--- src/logic/gpio_mux_pkg.sv ---
// constants, register map and carrier types of the pin mux and qualifier
package gpio_mux_pkg;
    // ========================================
    // bank shape
    localparam int NPIN     = 35;
    localparam int NGRP     = 5;
    localparam int NCFG     = 12;
    localparam int GRP_PINS = 8;
    // ========================================
    // register indices, byte address is four times the index
    localparam logic [3:0] IDX_SEL_A_LOW   = 4'h0;
    localparam logic [3:0] IDX_SEL_A_HIGH  = 4'h1;
    localparam logic [3:0] IDX_SEL_B       = 4'h2;
    localparam logic [3:0] IDX_QSEL_A_LOW  = 4'h3;
    localparam logic [3:0] IDX_QSEL_A_HIGH = 4'h4;
    localparam logic [3:0] IDX_QSEL_B      = 4'h5;
    localparam logic [3:0] IDX_CTRL_A      = 4'h6;
    localparam logic [3:0] IDX_CTRL_B      = 4'h7;
    localparam logic [3:0] IDX_DATA_A      = 4'h8;
    localparam logic [3:0] IDX_DATA_B      = 4'h9;
    localparam logic [3:0] IDX_DIR_A       = 4'ha;
    localparam logic [3:0] IDX_DIR_B       = 4'hb;
    localparam logic [3:0] IDX_IN_A        = 4'hc;
    localparam logic [3:0] IDX_IN_B        = 4'hd;
    localparam logic [31:0] CFG_RESET      = 32'h0;
    // ========================================
    // field layout and codes
    localparam int PERIOD_W = 8;
    localparam logic [1:0] SEL_GPIO    = 2'h0;
    localparam logic [1:0] SEL_PERIPH1 = 2'h1;
    localparam logic [1:0] SEL_PERIPH2 = 2'h2;
    localparam logic [1:0] SEL_PERIPH3 = 2'h3;
    localparam logic [1:0] QUAL_SYNC   = 2'h0;
    localparam logic [1:0] QUAL_WIN3   = 2'h1;
    localparam logic [1:0] QUAL_WIN6   = 2'h2;
    localparam logic [1:0] QUAL_ASYNC  = 2'h3;
    localparam logic [1:0] RESP_OKAY   = 2'h0;
    localparam logic [1:0] RESP_SLVERR = 2'h2;
    // ========================================
    // spi line indices
    localparam logic [2:0] SPI_A_DOUT = 3'h0;
    localparam logic [2:0] SPI_A_DIN  = 3'h1;
    localparam logic [2:0] SPI_A_CLK  = 3'h2;
    localparam logic [2:0] SPI_A_EN   = 3'h3;
    localparam logic [2:0] SPI_B_CLK  = 3'h4;
    localparam logic [2:0] SPI_B_EN   = 3'h5;
    localparam logic [2:0] SPI_NONE   = 3'h7;
    // ========================================
    // signals from the peripherals towards the pins
    typedef struct packed {
        logic       serial_b_transmit;
        logic       serial_a_transmit;
        logic       can_a_transmit;
        logic       pwm_sync_output;
        logic       converter_start_a_out;
        logic       converter_start_b_out;
        logic       i2c_data_pull_low;
        logic       i2c_clock_pull_low;
        logic [5:0] spi_out;
        logic [5:0] spi_drive;
    } periph_drive_t;
    // signals from the pins towards the peripherals
    typedef struct packed {
        logic       trip_zone_in_3;
        logic       trip_zone_in_4;
        logic       serial_b_receive;
        logic       serial_a_receive;
        logic       can_a_receive;
        logic       pwm_sync_input;
        logic       i2c_data_line;
        logic       i2c_clock_line;
        logic [5:0] spi_in;
    } periph_sense_t;
    // level each peripheral input sits at with no pin selected
    localparam periph_sense_t SENSE_IDLE = '{1'b1, 1'b1, 1'b1, 1'b1, 1'b1, 1'b0,
                                             1'b1, 1'b1, 6'h00};
endpackage : gpio_mux_pkg

--- src/logic/gpio_mux_input_qualifier.sv ---
// pin function multiplexer with per-pin input qualifier and axi4-lite registers
// ========================================
// Notes on behaviour
// - each 2-bit select picks plain i/o with 00 after reset and peripheral 1..3 with 01..11.
// - selects of pins 0-15, 16-31 and 32 up sit in the a-low, a-high and b select words.
// - pins 14/15 give trip zone 3/4, serial b transmit/receive, spi b clock/enable.
// - pins 16-19 with 01 route spi a lines; pins 28-31 serial a receive/transmit, can a rx/tx.
// - pin 32 gives i2c data, pwm sync in, start a; pin 33 i2c clock, pwm sync out, start b.
// - a reserved select attaches no peripheral; here the pin is released.
// - each pin has a 2-bit qualifier type field in the qualifier select words.
// - qualifier 00, the reset default, only synchronises the pin to the clock.
// - qualifiers 01 and 10 synchronise and hold the value until the input is stable.
// - the sample period comes from a field in the group control word, one per 8 pins.
// - the window is 3 or 6 samples and the output moves only when all samples agree.
// - qualifier 11 passes the pin with no synchronisation.
// - a peripheral input with no pin selected sits at its own fixed idle level.
`timescale 1ns/1ns
module gpio_mux_input_qualifier
    import gpio_mux_pkg::*;
(
    input  wire logic                clk_in,
    input  wire logic                nrst_in,
    input  wire logic                s_axi_awvalid_in,
    output logic                     s_axi_awready_out,
    input  wire logic [5:0]          s_axi_awaddr_in,
    input  wire logic                s_axi_wvalid_in,
    output logic                     s_axi_wready_out,
    input  wire logic [31:0]         s_axi_wdata_in,
    input  wire logic [3:0]          s_axi_wstrb_in,
    output logic                     s_axi_bvalid_out,
    input  wire logic                s_axi_bready_in,
    output logic [1:0]               s_axi_bresp_out,
    input  wire logic                s_axi_arvalid_in,
    output logic                     s_axi_arready_out,
    input  wire logic [5:0]          s_axi_araddr_in,
    output logic                     s_axi_rvalid_out,
    input  wire logic                s_axi_rready_in,
    output logic [31:0]              s_axi_rdata_out,
    output logic [1:0]               s_axi_rresp_out,
    input  wire logic [NPIN-1:0]     pin_in,
    output logic [NPIN-1:0]          pin_out,
    output logic [NPIN-1:0]          pin_oe_n_out,
    input  wire periph_drive_t       drive_in,
    output periph_sense_t            sense_out
);
    // 2-bit field of pin p in a flattened select vector
    function automatic logic [1:0] field2(input logic [95:0] v, input int p);
        return v[2*p +: 2];
    endfunction : field2

    // spi line carried by pin p at select s
    function automatic logic [2:0] spi_idx(input int p, input logic [1:0] s);
        if (s == SEL_PERIPH1 && p >= 16 && p <= 19) return 3'(p - 16);
        if (s == SEL_PERIPH3 && (p == 14 || p == 26)) return SPI_B_CLK;
        if (s == SEL_PERIPH3 && (p == 15 || p == 27)) return SPI_B_EN;
        return SPI_NONE;
    endfunction : spi_idx

    logic [31:0]         cfg_ff [NCFG];
    logic [31:0]         nxt_cfg [NCFG];
    logic                aw_full_ff, nxt_aw_full, w_full_ff, nxt_w_full;
    logic [3:0]          aw_idx_ff, nxt_aw_idx;
    logic [31:0]         w_data_ff, nxt_w_data;
    logic [3:0]          w_strb_ff, nxt_w_strb;
    logic                bvalid_ff, nxt_bvalid, rvalid_ff, nxt_rvalid;
    logic [1:0]          bresp_ff, nxt_bresp, rresp_ff, nxt_rresp;
    logic [31:0]         rdata_ff, nxt_rdata;
    logic [95:0]         sel_all, qsel_all;
    logic [63:0]         ctrl_all, data_all, dir_all;
    logic [NPIN-1:0]     sync1_ff, sync2_ff, qual_ff, nxt_qual, pin_val;
    logic [5:0]          win_ff [NPIN];
    logic [5:0]          nxt_win [NPIN];
    logic [PERIOD_W-1:0] cnt_ff [NGRP];
    logic [PERIOD_W-1:0] nxt_cnt [NGRP];
    logic [NGRP-1:0]     strobe;

    // ========================================
    // flattened views of the configuration words
    assign sel_all  = {cfg_ff[IDX_SEL_B], cfg_ff[IDX_SEL_A_HIGH], cfg_ff[IDX_SEL_A_LOW]};
    assign qsel_all = {cfg_ff[IDX_QSEL_B], cfg_ff[IDX_QSEL_A_HIGH],
                       cfg_ff[IDX_QSEL_A_LOW]};
    assign ctrl_all = {cfg_ff[IDX_CTRL_B], cfg_ff[IDX_CTRL_A]};
    assign data_all = {cfg_ff[IDX_DATA_B], cfg_ff[IDX_DATA_A]};
    assign dir_all  = {cfg_ff[IDX_DIR_B], cfg_ff[IDX_DIR_A]};

    // ========================================
    // axi4-lite slave: one write and one read at a time
    assign s_axi_awready_out = !aw_full_ff && !bvalid_ff;
    assign s_axi_wready_out  = !w_full_ff && !bvalid_ff;
    assign s_axi_arready_out = !rvalid_ff;
    assign s_axi_bvalid_out  = bvalid_ff;
    assign s_axi_bresp_out   = bresp_ff;
    assign s_axi_rvalid_out  = rvalid_ff;
    assign s_axi_rresp_out   = rresp_ff;
    assign s_axi_rdata_out   = rdata_ff;

    // next state of the bus and the register words
    always_comb begin
        logic [3:0] ridx;
        ridx        = s_axi_araddr_in[5:2];
        nxt_cfg     = cfg_ff;
        nxt_aw_full = aw_full_ff;
        nxt_aw_idx  = aw_idx_ff;
        nxt_w_full  = w_full_ff;
        nxt_w_data  = w_data_ff;
        nxt_w_strb  = w_strb_ff;
        nxt_bvalid  = bvalid_ff;
        nxt_bresp   = bresp_ff;
        nxt_rvalid  = rvalid_ff;
        nxt_rresp   = rresp_ff;
        nxt_rdata   = rdata_ff;
        if (s_axi_awvalid_in && s_axi_awready_out) begin
            nxt_aw_full = 1'b1;
            nxt_aw_idx  = s_axi_awaddr_in[5:2];
        end
        if (s_axi_wvalid_in && s_axi_wready_out) begin
            nxt_w_full = 1'b1;
            nxt_w_data = s_axi_wdata_in;
            nxt_w_strb = s_axi_wstrb_in;
        end
        if (aw_full_ff && w_full_ff) begin
            nxt_aw_full = 1'b0;
            nxt_w_full  = 1'b0;
            nxt_bvalid  = 1'b1;
            nxt_bresp   = (aw_idx_ff <= IDX_IN_B) ? RESP_OKAY : RESP_SLVERR;
            if (aw_idx_ff < 4'(NCFG)) begin
                for (int b = 0; b < 4; b++) begin
                    if (w_strb_ff[b]) nxt_cfg[aw_idx_ff][8*b +: 8] = w_data_ff[8*b +: 8];
                end
            end
        end
        if (bvalid_ff && s_axi_bready_in) nxt_bvalid = 1'b0;
        if (rvalid_ff && s_axi_rready_in) nxt_rvalid = 1'b0;
        if (s_axi_arvalid_in && s_axi_arready_out) begin
            nxt_rvalid = 1'b1;
            nxt_rresp  = RESP_OKAY;
            if (ridx < 4'(NCFG)) nxt_rdata = cfg_ff[ridx];
            else if (ridx == IDX_IN_A) nxt_rdata = pin_val[31:0];
            else if (ridx == IDX_IN_B) nxt_rdata = {29'h0, pin_val[NPIN-1:32]};
            else begin
                nxt_rdata = 32'h0;
                nxt_rresp = RESP_SLVERR;
            end
        end
    end

    // bus and register flops, all selects and qualifiers clear at reset
    always_ff @(posedge clk_in) begin
        if (!nrst_in) begin
            for (int i = 0; i < NCFG; i++) cfg_ff[i] <= CFG_RESET;
            aw_full_ff <= 1'b0;
            aw_idx_ff  <= 4'h0;
            w_full_ff  <= 1'b0;
            w_data_ff  <= 32'h0;
            w_strb_ff  <= 4'h0;
            bvalid_ff  <= 1'b0;
            bresp_ff   <= RESP_OKAY;
            rvalid_ff  <= 1'b0;
            rresp_ff   <= RESP_OKAY;
            rdata_ff   <= 32'h0;
        end else begin
            cfg_ff     <= nxt_cfg;
            aw_full_ff <= nxt_aw_full;
            aw_idx_ff  <= nxt_aw_idx;
            w_full_ff  <= nxt_w_full;
            w_data_ff  <= nxt_w_data;
            w_strb_ff  <= nxt_w_strb;
            bvalid_ff  <= nxt_bvalid;
            bresp_ff   <= nxt_bresp;
            rvalid_ff  <= nxt_rvalid;
            rresp_ff   <= nxt_rresp;
            rdata_ff   <= nxt_rdata;
        end
    end

    // ========================================
    // input qualifier: period counters, sample windows and held values
    always_comb begin
        logic [1:0] qm;
        logic [5:0] w;
        qm = QUAL_SYNC;
        w  = 6'h0;
        for (int g = 0; g < NGRP; g++) begin
            strobe[g]  = (cnt_ff[g] == ctrl_all[PERIOD_W*g +: PERIOD_W]);
            nxt_cnt[g] = strobe[g] ? '0 : cnt_ff[g] + 1'b1;
        end
        for (int p = 0; p < NPIN; p++) begin
            qm          = field2(qsel_all, p);
            nxt_win[p]  = strobe[p / GRP_PINS] ? {win_ff[p][4:0], sync2_ff[p]} : win_ff[p];
            w           = nxt_win[p];
            nxt_qual[p] = qual_ff[p];
            if (strobe[p / GRP_PINS]) begin
                if (qm == QUAL_WIN3 && (&w[2:0] || ~|w[2:0])) nxt_qual[p] = w[0];
                if (qm == QUAL_WIN6 && (&w || ~|w)) nxt_qual[p] = w[0];
            end
            case (qm)
                QUAL_SYNC:  pin_val[p] = sync2_ff[p];
                QUAL_ASYNC: pin_val[p] = pin_in[p];
                default:    pin_val[p] = qual_ff[p];
            endcase
        end
    end

    // two-flop synchroniser, window and counter flops
    always_ff @(posedge clk_in) begin
        if (!nrst_in) begin
            sync1_ff <= '0;
            sync2_ff <= '0;
            qual_ff  <= '0;
            for (int p = 0; p < NPIN; p++) win_ff[p] <= 6'h0;
            for (int g = 0; g < NGRP; g++) cnt_ff[g] <= '0;
        end else begin
            sync1_ff <= pin_in;
            sync2_ff <= sync1_ff;
            qual_ff  <= nxt_qual;
            win_ff   <= nxt_win;
            cnt_ff   <= nxt_cnt;
        end
    end

    // ========================================
    // pin function mux; loop runs downward so the lowest pin wins an input
    always_comb begin
        logic [1:0] s;
        logic [2:0] k;
        s            = SEL_GPIO;
        k            = SPI_NONE;
        pin_out      = '0;
        pin_oe_n_out = '1;
        sense_out    = SENSE_IDLE;
        for (int p = NPIN - 1; p >= 0; p--) begin
            s = field2(sel_all, p);
            k = spi_idx(p, s);
            if (s == SEL_GPIO) begin
                pin_out[p]      = data_all[p];
                pin_oe_n_out[p] = !dir_all[p];
            end else if (k != SPI_NONE) begin
                pin_out[p]          = drive_in.spi_out[k];
                pin_oe_n_out[p]     = !drive_in.spi_drive[k];
                sense_out.spi_in[k] = pin_val[p];
            end else begin
                case ({8'(p), s})
                    {8'd14, SEL_PERIPH1}: sense_out.trip_zone_in_3 = pin_val[p];
                    {8'd15, SEL_PERIPH1}: sense_out.trip_zone_in_4 = pin_val[p];
                    {8'd14, SEL_PERIPH2}, {8'd18, SEL_PERIPH2}: begin
                        pin_out[p]      = drive_in.serial_b_transmit;
                        pin_oe_n_out[p] = 1'b0;
                    end
                    {8'd15, SEL_PERIPH2}, {8'd19, SEL_PERIPH2}:
                        sense_out.serial_b_receive = pin_val[p];
                    {8'd28, SEL_PERIPH1}: sense_out.serial_a_receive = pin_val[p];
                    {8'd29, SEL_PERIPH1}: begin
                        pin_out[p]      = drive_in.serial_a_transmit;
                        pin_oe_n_out[p] = 1'b0;
                    end
                    {8'd30, SEL_PERIPH1}: sense_out.can_a_receive = pin_val[p];
                    {8'd31, SEL_PERIPH1}: begin
                        pin_out[p]      = drive_in.can_a_transmit;
                        pin_oe_n_out[p] = 1'b0;
                    end
                    {8'd32, SEL_PERIPH1}: begin
                        pin_oe_n_out[p]         = !drive_in.i2c_data_pull_low;
                        sense_out.i2c_data_line = pin_val[p];
                    end
                    {8'd32, SEL_PERIPH2}: sense_out.pwm_sync_input = pin_val[p];
                    {8'd32, SEL_PERIPH3}: begin
                        pin_out[p]      = drive_in.converter_start_a_out;
                        pin_oe_n_out[p] = 1'b0;
                    end
                    {8'd33, SEL_PERIPH1}: begin
                        pin_oe_n_out[p]          = !drive_in.i2c_clock_pull_low;
                        sense_out.i2c_clock_line = pin_val[p];
                    end
                    {8'd33, SEL_PERIPH2}: begin
                        pin_out[p]      = drive_in.pwm_sync_output;
                        pin_oe_n_out[p] = 1'b0;
                    end
                    {8'd33, SEL_PERIPH3}: begin
                        pin_out[p]      = drive_in.converter_start_b_out;
                        pin_oe_n_out[p] = 1'b0;
                    end
                    default: pin_oe_n_out[p] = 1'b1;
                endcase
            end
        end
    end
endmodule : gpio_mux_input_qualifier

--- config.mk ---
export PLATFORM = sky130hd
export DESIGN_NAME = gpio_mux_input_qualifier
export DESIGN_NICKNAME = d
export VERILOG_FILES = /design/src/logic/gpio_mux_pkg.sv /design/src/logic/gpio_mux_input_qualifier.sv
export SDC_FILE = /design/constraint.sdc
export NUM_CORES = 2
export LEC_CHECK = 0
export BUFFER_PORTS_ARGS = -buffer_cell sky130_fd_sc_hd__buf_2
export CAP_MARGIN = 20
export CORE_MARGIN = 5
export CORE_UTILIZATION = 50
export CTS_BUF_LIST = sky130_fd_sc_hd__clkbuf_8 sky130_fd_sc_hd__clkbuf_16
export DETAILED_ROUTE_END_ITERATION = 8
export HOLD_SLACK_MARGIN = 0.02
export PLACE_DENSITY = 0.7
export SYNTH_ARGS = -nofsm -noshare
export SYNTH_HDL_FRONTEND = slang
export SYNTH_SLANG_ARGS = --single-unit
--- constraint.sdc ---
create_clock -name clk_in -period 2 [get_ports clk_in]
set_input_delay 0 -clock clk_in [delete_from_list [all_inputs] [get_ports clk_in]]
set_output_delay 0 -clock clk_in [all_outputs]
set_load 0.01 [all_outputs]
==> reports/metrics.yaml <==
run_status:
  status: "complete, but fails checks"
  violations: "setup timing"
cells_and_area:
  syn_to_final_growth_pct: 27.7
  final_cell_mix: "833 x nand2_1, 721 x dfxtp_1, 580 x a21oi_1"
  layout_commonest_cell: "nand2_1"
  final_nets: 5111
  layout-drive-gt1-share_pct: 22.5
  fill_cells: 5934
power_and_ir_drop:
  ir_drop_v: 0.000569
  seqPwrFrac_pct: 46.5
  netSwitchingFraction_pct: 23.4
  p_int_mw: 27.1
  power.net_switching_mw: 8.25
  cellPowerDensity_nw_per_um2: 750
  p_leak_nw: 17.2
  p_comb_share_pct: 6.1
  clkPwrFrac_pct: 47.5
clocking:
  cts.path.max_buffers: 3
  clk_latency_ps: 650
  tritoncts: "done"
  cts-root-buf: "clkbuf_16"
  numCtsBuffers: 85
  clkSinkCount: 796
  cts.clk_slew.worst_paths_ps: 60
  htreeDepth: 3
setup_path:
  crit_type: "flop to output pin"
  cp-start-kind: "flop"
  required_ps: 2000
  r2r-start: "cfg_ff[172]"
  worstPathMaxFanout: 4
  r2r_slack_ps: -200
  arrival_ps: 2230
  timing.rr.end: "qual_ff[9]"
  r2r_cells: 8
  cp-end-kind: "output pin"
timing:
  max_freq_mhz: 449
  min_period_ps: 2230
  hold_viol_final: 0
  fin_hold_ws_ps: 157
  finalSetupViolCount: 19
  finalCritPeriodShare_pct: 111
  setup_ws_ps: -230
  finalMaxSlewViolations: 0
  rsz0062_at_grt: "yes"
  slew_headroom_pct: 39.0
  finClkSkew_ps: 24.6
  worst_slew_pin_slew_ps: 915
route:
  dr_wl_met3_um: 11800
  routed.top_layer: "met4"
  drc: 0
  routed_wl_um: 120000
  wl_met1_um: 51200
  drt_pass1_iterations: 7
  postRouteAntennaNets: 0
  vias: 34800
  drt_iter0_drc: 4436
  wl_per_cell_um: 20.4
  drt-vias-per-instance: 5.92
  dr_wl_met2_um: 52900
logic_synthesis:
  yosysUniqueCellTypes: 58
  synthMuxAreaShare_pct: 9.55
  synth_cells: 4369
  yosys-top-cells-area: "dfxtp_1 43%, nand2_1 8.6%, a21oi_1 8.2%"
  yosys.area_share.simple_pct: 24.0
  synth-seq-cells: 796
  synth_adder_area_share_pct: 4.92
  yosysWarnings: 0
  synth_top_family_by_area: "simple AND/OR/NAND/NOR gates"
  ys.flop_type: "dfxtp_1"
  synth_edf_count: 0
  synth_compound_area_share_pct: 12.2
  yosysTopAreaCellShare_pct: 43.2
  synth-xor-area-share_pct: 1.66
  async_flop_share_pct: 0
  seq_area_frac_synth_pct: 43.2
  synthesis.area_um2: 36900
  syn_area_per_cell_um2: 8.44
  post-synth-top-area-cell: "dfxtp_1"
hold_path:
  hold_path_depth: 3
  hold_path_end: "sync1_ff[31]"
  min_from: "pin_in[31]"
  hp-class: "primary input to flop"
floorplanning:
  core_um2: 73100
  die_area_um2: 79300
  die_w_um: 282
  start_util_pct: 50.5
  rows: 99
  num_io_pins: 235
  fp.dieH_um: 282
placement:
  gp_congestion: 0.891
  place_ws_ps: -349
  portBuffers: 228
  dp_hpwl_um: 79100
flow_run:
  maxCapViolCount: 0
grt:
  grt_pass1_vias: 31900
  antenna_found_initial: 1
  grt_max_degree: 199
  grt_pass1_wl_um: 182000
  track_usage_pct: 28.4
  overflow: 0
cell type report:
class                   instances  area (um^2)  share of cell area, %
inverters                      79          324                  0.688
flip-flops and latches        796        16100                   34.2
repair buffers                711         5980                   12.7
diodes                          1         2.50                0.00532
clock buffers                 112         2550                   5.43
well taps                     959         1200                   2.55
clock inverters                40          437                  0.928
multi-input cells            3183        20500                   43.5
cells in the mapped netlist (8+ instances only):
master / n
nor3_1: 76
clkbuf_1: 227
and3_1: 13
nand4_1: 52
nand3_1: 458
a22oi_1: 33
mux2_2: 9
nor4_1: 31
inv_1: 78
nor4b_1: 23
buf_4: 10
o311ai_0: 9
mux4_2: 99
nor2_1: 273
a21o_1: 12
o221a_2: 21
a2111oi_0: 28
mux2i_1: 113
or3b_1: 12
ha_1: 145
a21oi_1: 605
nor2b_1: 8
or3_1: 12
xnor2_1: 16
buf_2: 47
xor2_1: 54
nand2_1: 849
and2_1: 116
o21ai_0: 29
dfxtp_1: 796
a41oi_1: 21
buf_1: 25
how the worst max path moves through the flow:
stage,end,depth (start not counted),start,slack [ps]
final,sense_out[3],9,cfg_ff[230],-230
after global routing,sense_out[11],9,cfg_ff[231],-320
after CTS,sense_out[11],9,cfg_ff[230],-300
after detailed placement,qual_ff[6],7,cfg_ff[161],-350
after global placement,qual_ff[5],7,cfg_ff[160],-320
after floorplan,qual_ff[0],8,cfg_ff[160],10
power groups by stage:
stage          Sequential, mW  Combinational (mW)  Clock, mW
2_1_floorplan            16.6                1.08          0
3_3_place_gp             16.8                1.74          0
3_5_place_dp             16.8                1.75          0
4_1_cts                  16.4                2.03       16.9
5_1_grt                  16.4                2.28       17.6
6_report                 16.4                2.14       16.8
what timing repair did:
| item | 4_1_cts | 5_1_grt |
|---|---|---|
| hold buffers | 145 | 0 |
| cloned | 6 | 2 |
| resized for setup | 168 | 222 |
| pin swaps | 33 | 58 |
| endpoints found under the hold margin | 155 | 0 |
| setup endpoints to repair | 50 | 278 |
| buffers inserted | 41 | 23 |
state kept, by name, indices dropped and copies added (netlist names), 32 cells and up:
signal and flops:
cfg_ff 384, win_ff 189, cnt_ff 40, qual_ff 35
sync1_ff 35, sync2_ff 35, s_axi_rdata_out 32, w_data_ff 32
stage by stage:
stage          area (um^2)  total power [mW]  util [%]  setup TNS [ps]  cells
3_3_place_gp         40700              18.5      55.7           -3630   5522
2_1_floorplan        36900              17.6         -               0   4370
4_1_cts              46100              35.3      63.1           -3280   5861
6_report             47100              35.3      64.4           -2610   5881
5_1_grt              47100              36.3      64.4           -4080   5880
3_5_place_dp         40700              18.5      55.7           -4720   5522
metal layers:
metal,GRT usage (%),vias up
met5,0,-
met4,9.31,0
met3,4.69,219
met2,43.1,1740
met1,41.4,16700
li1,-,16200
cell families after synthesis:
family                   count (synthesis)
other                                    1
AO/OA/AOI/OAI                          788
adder cells (fa/ha/maj)                145
XOR/XNOR                                70
flip-flops                             796
multiplexers                           225
AND/OR/NAND/NOR                       1951
buffers and inverters                  393
critical path: stages (launching register included):
cell and delay (ps):
dfxtp_4 390, inv_4 50, ha_4 240, nor2_2 90
a21oi_2 50, buf_6 140, buf_4 130, buf_6 110
nor3b_4 230, buf_6 140
No activity file was read; power rests on OpenSTA's default activity.
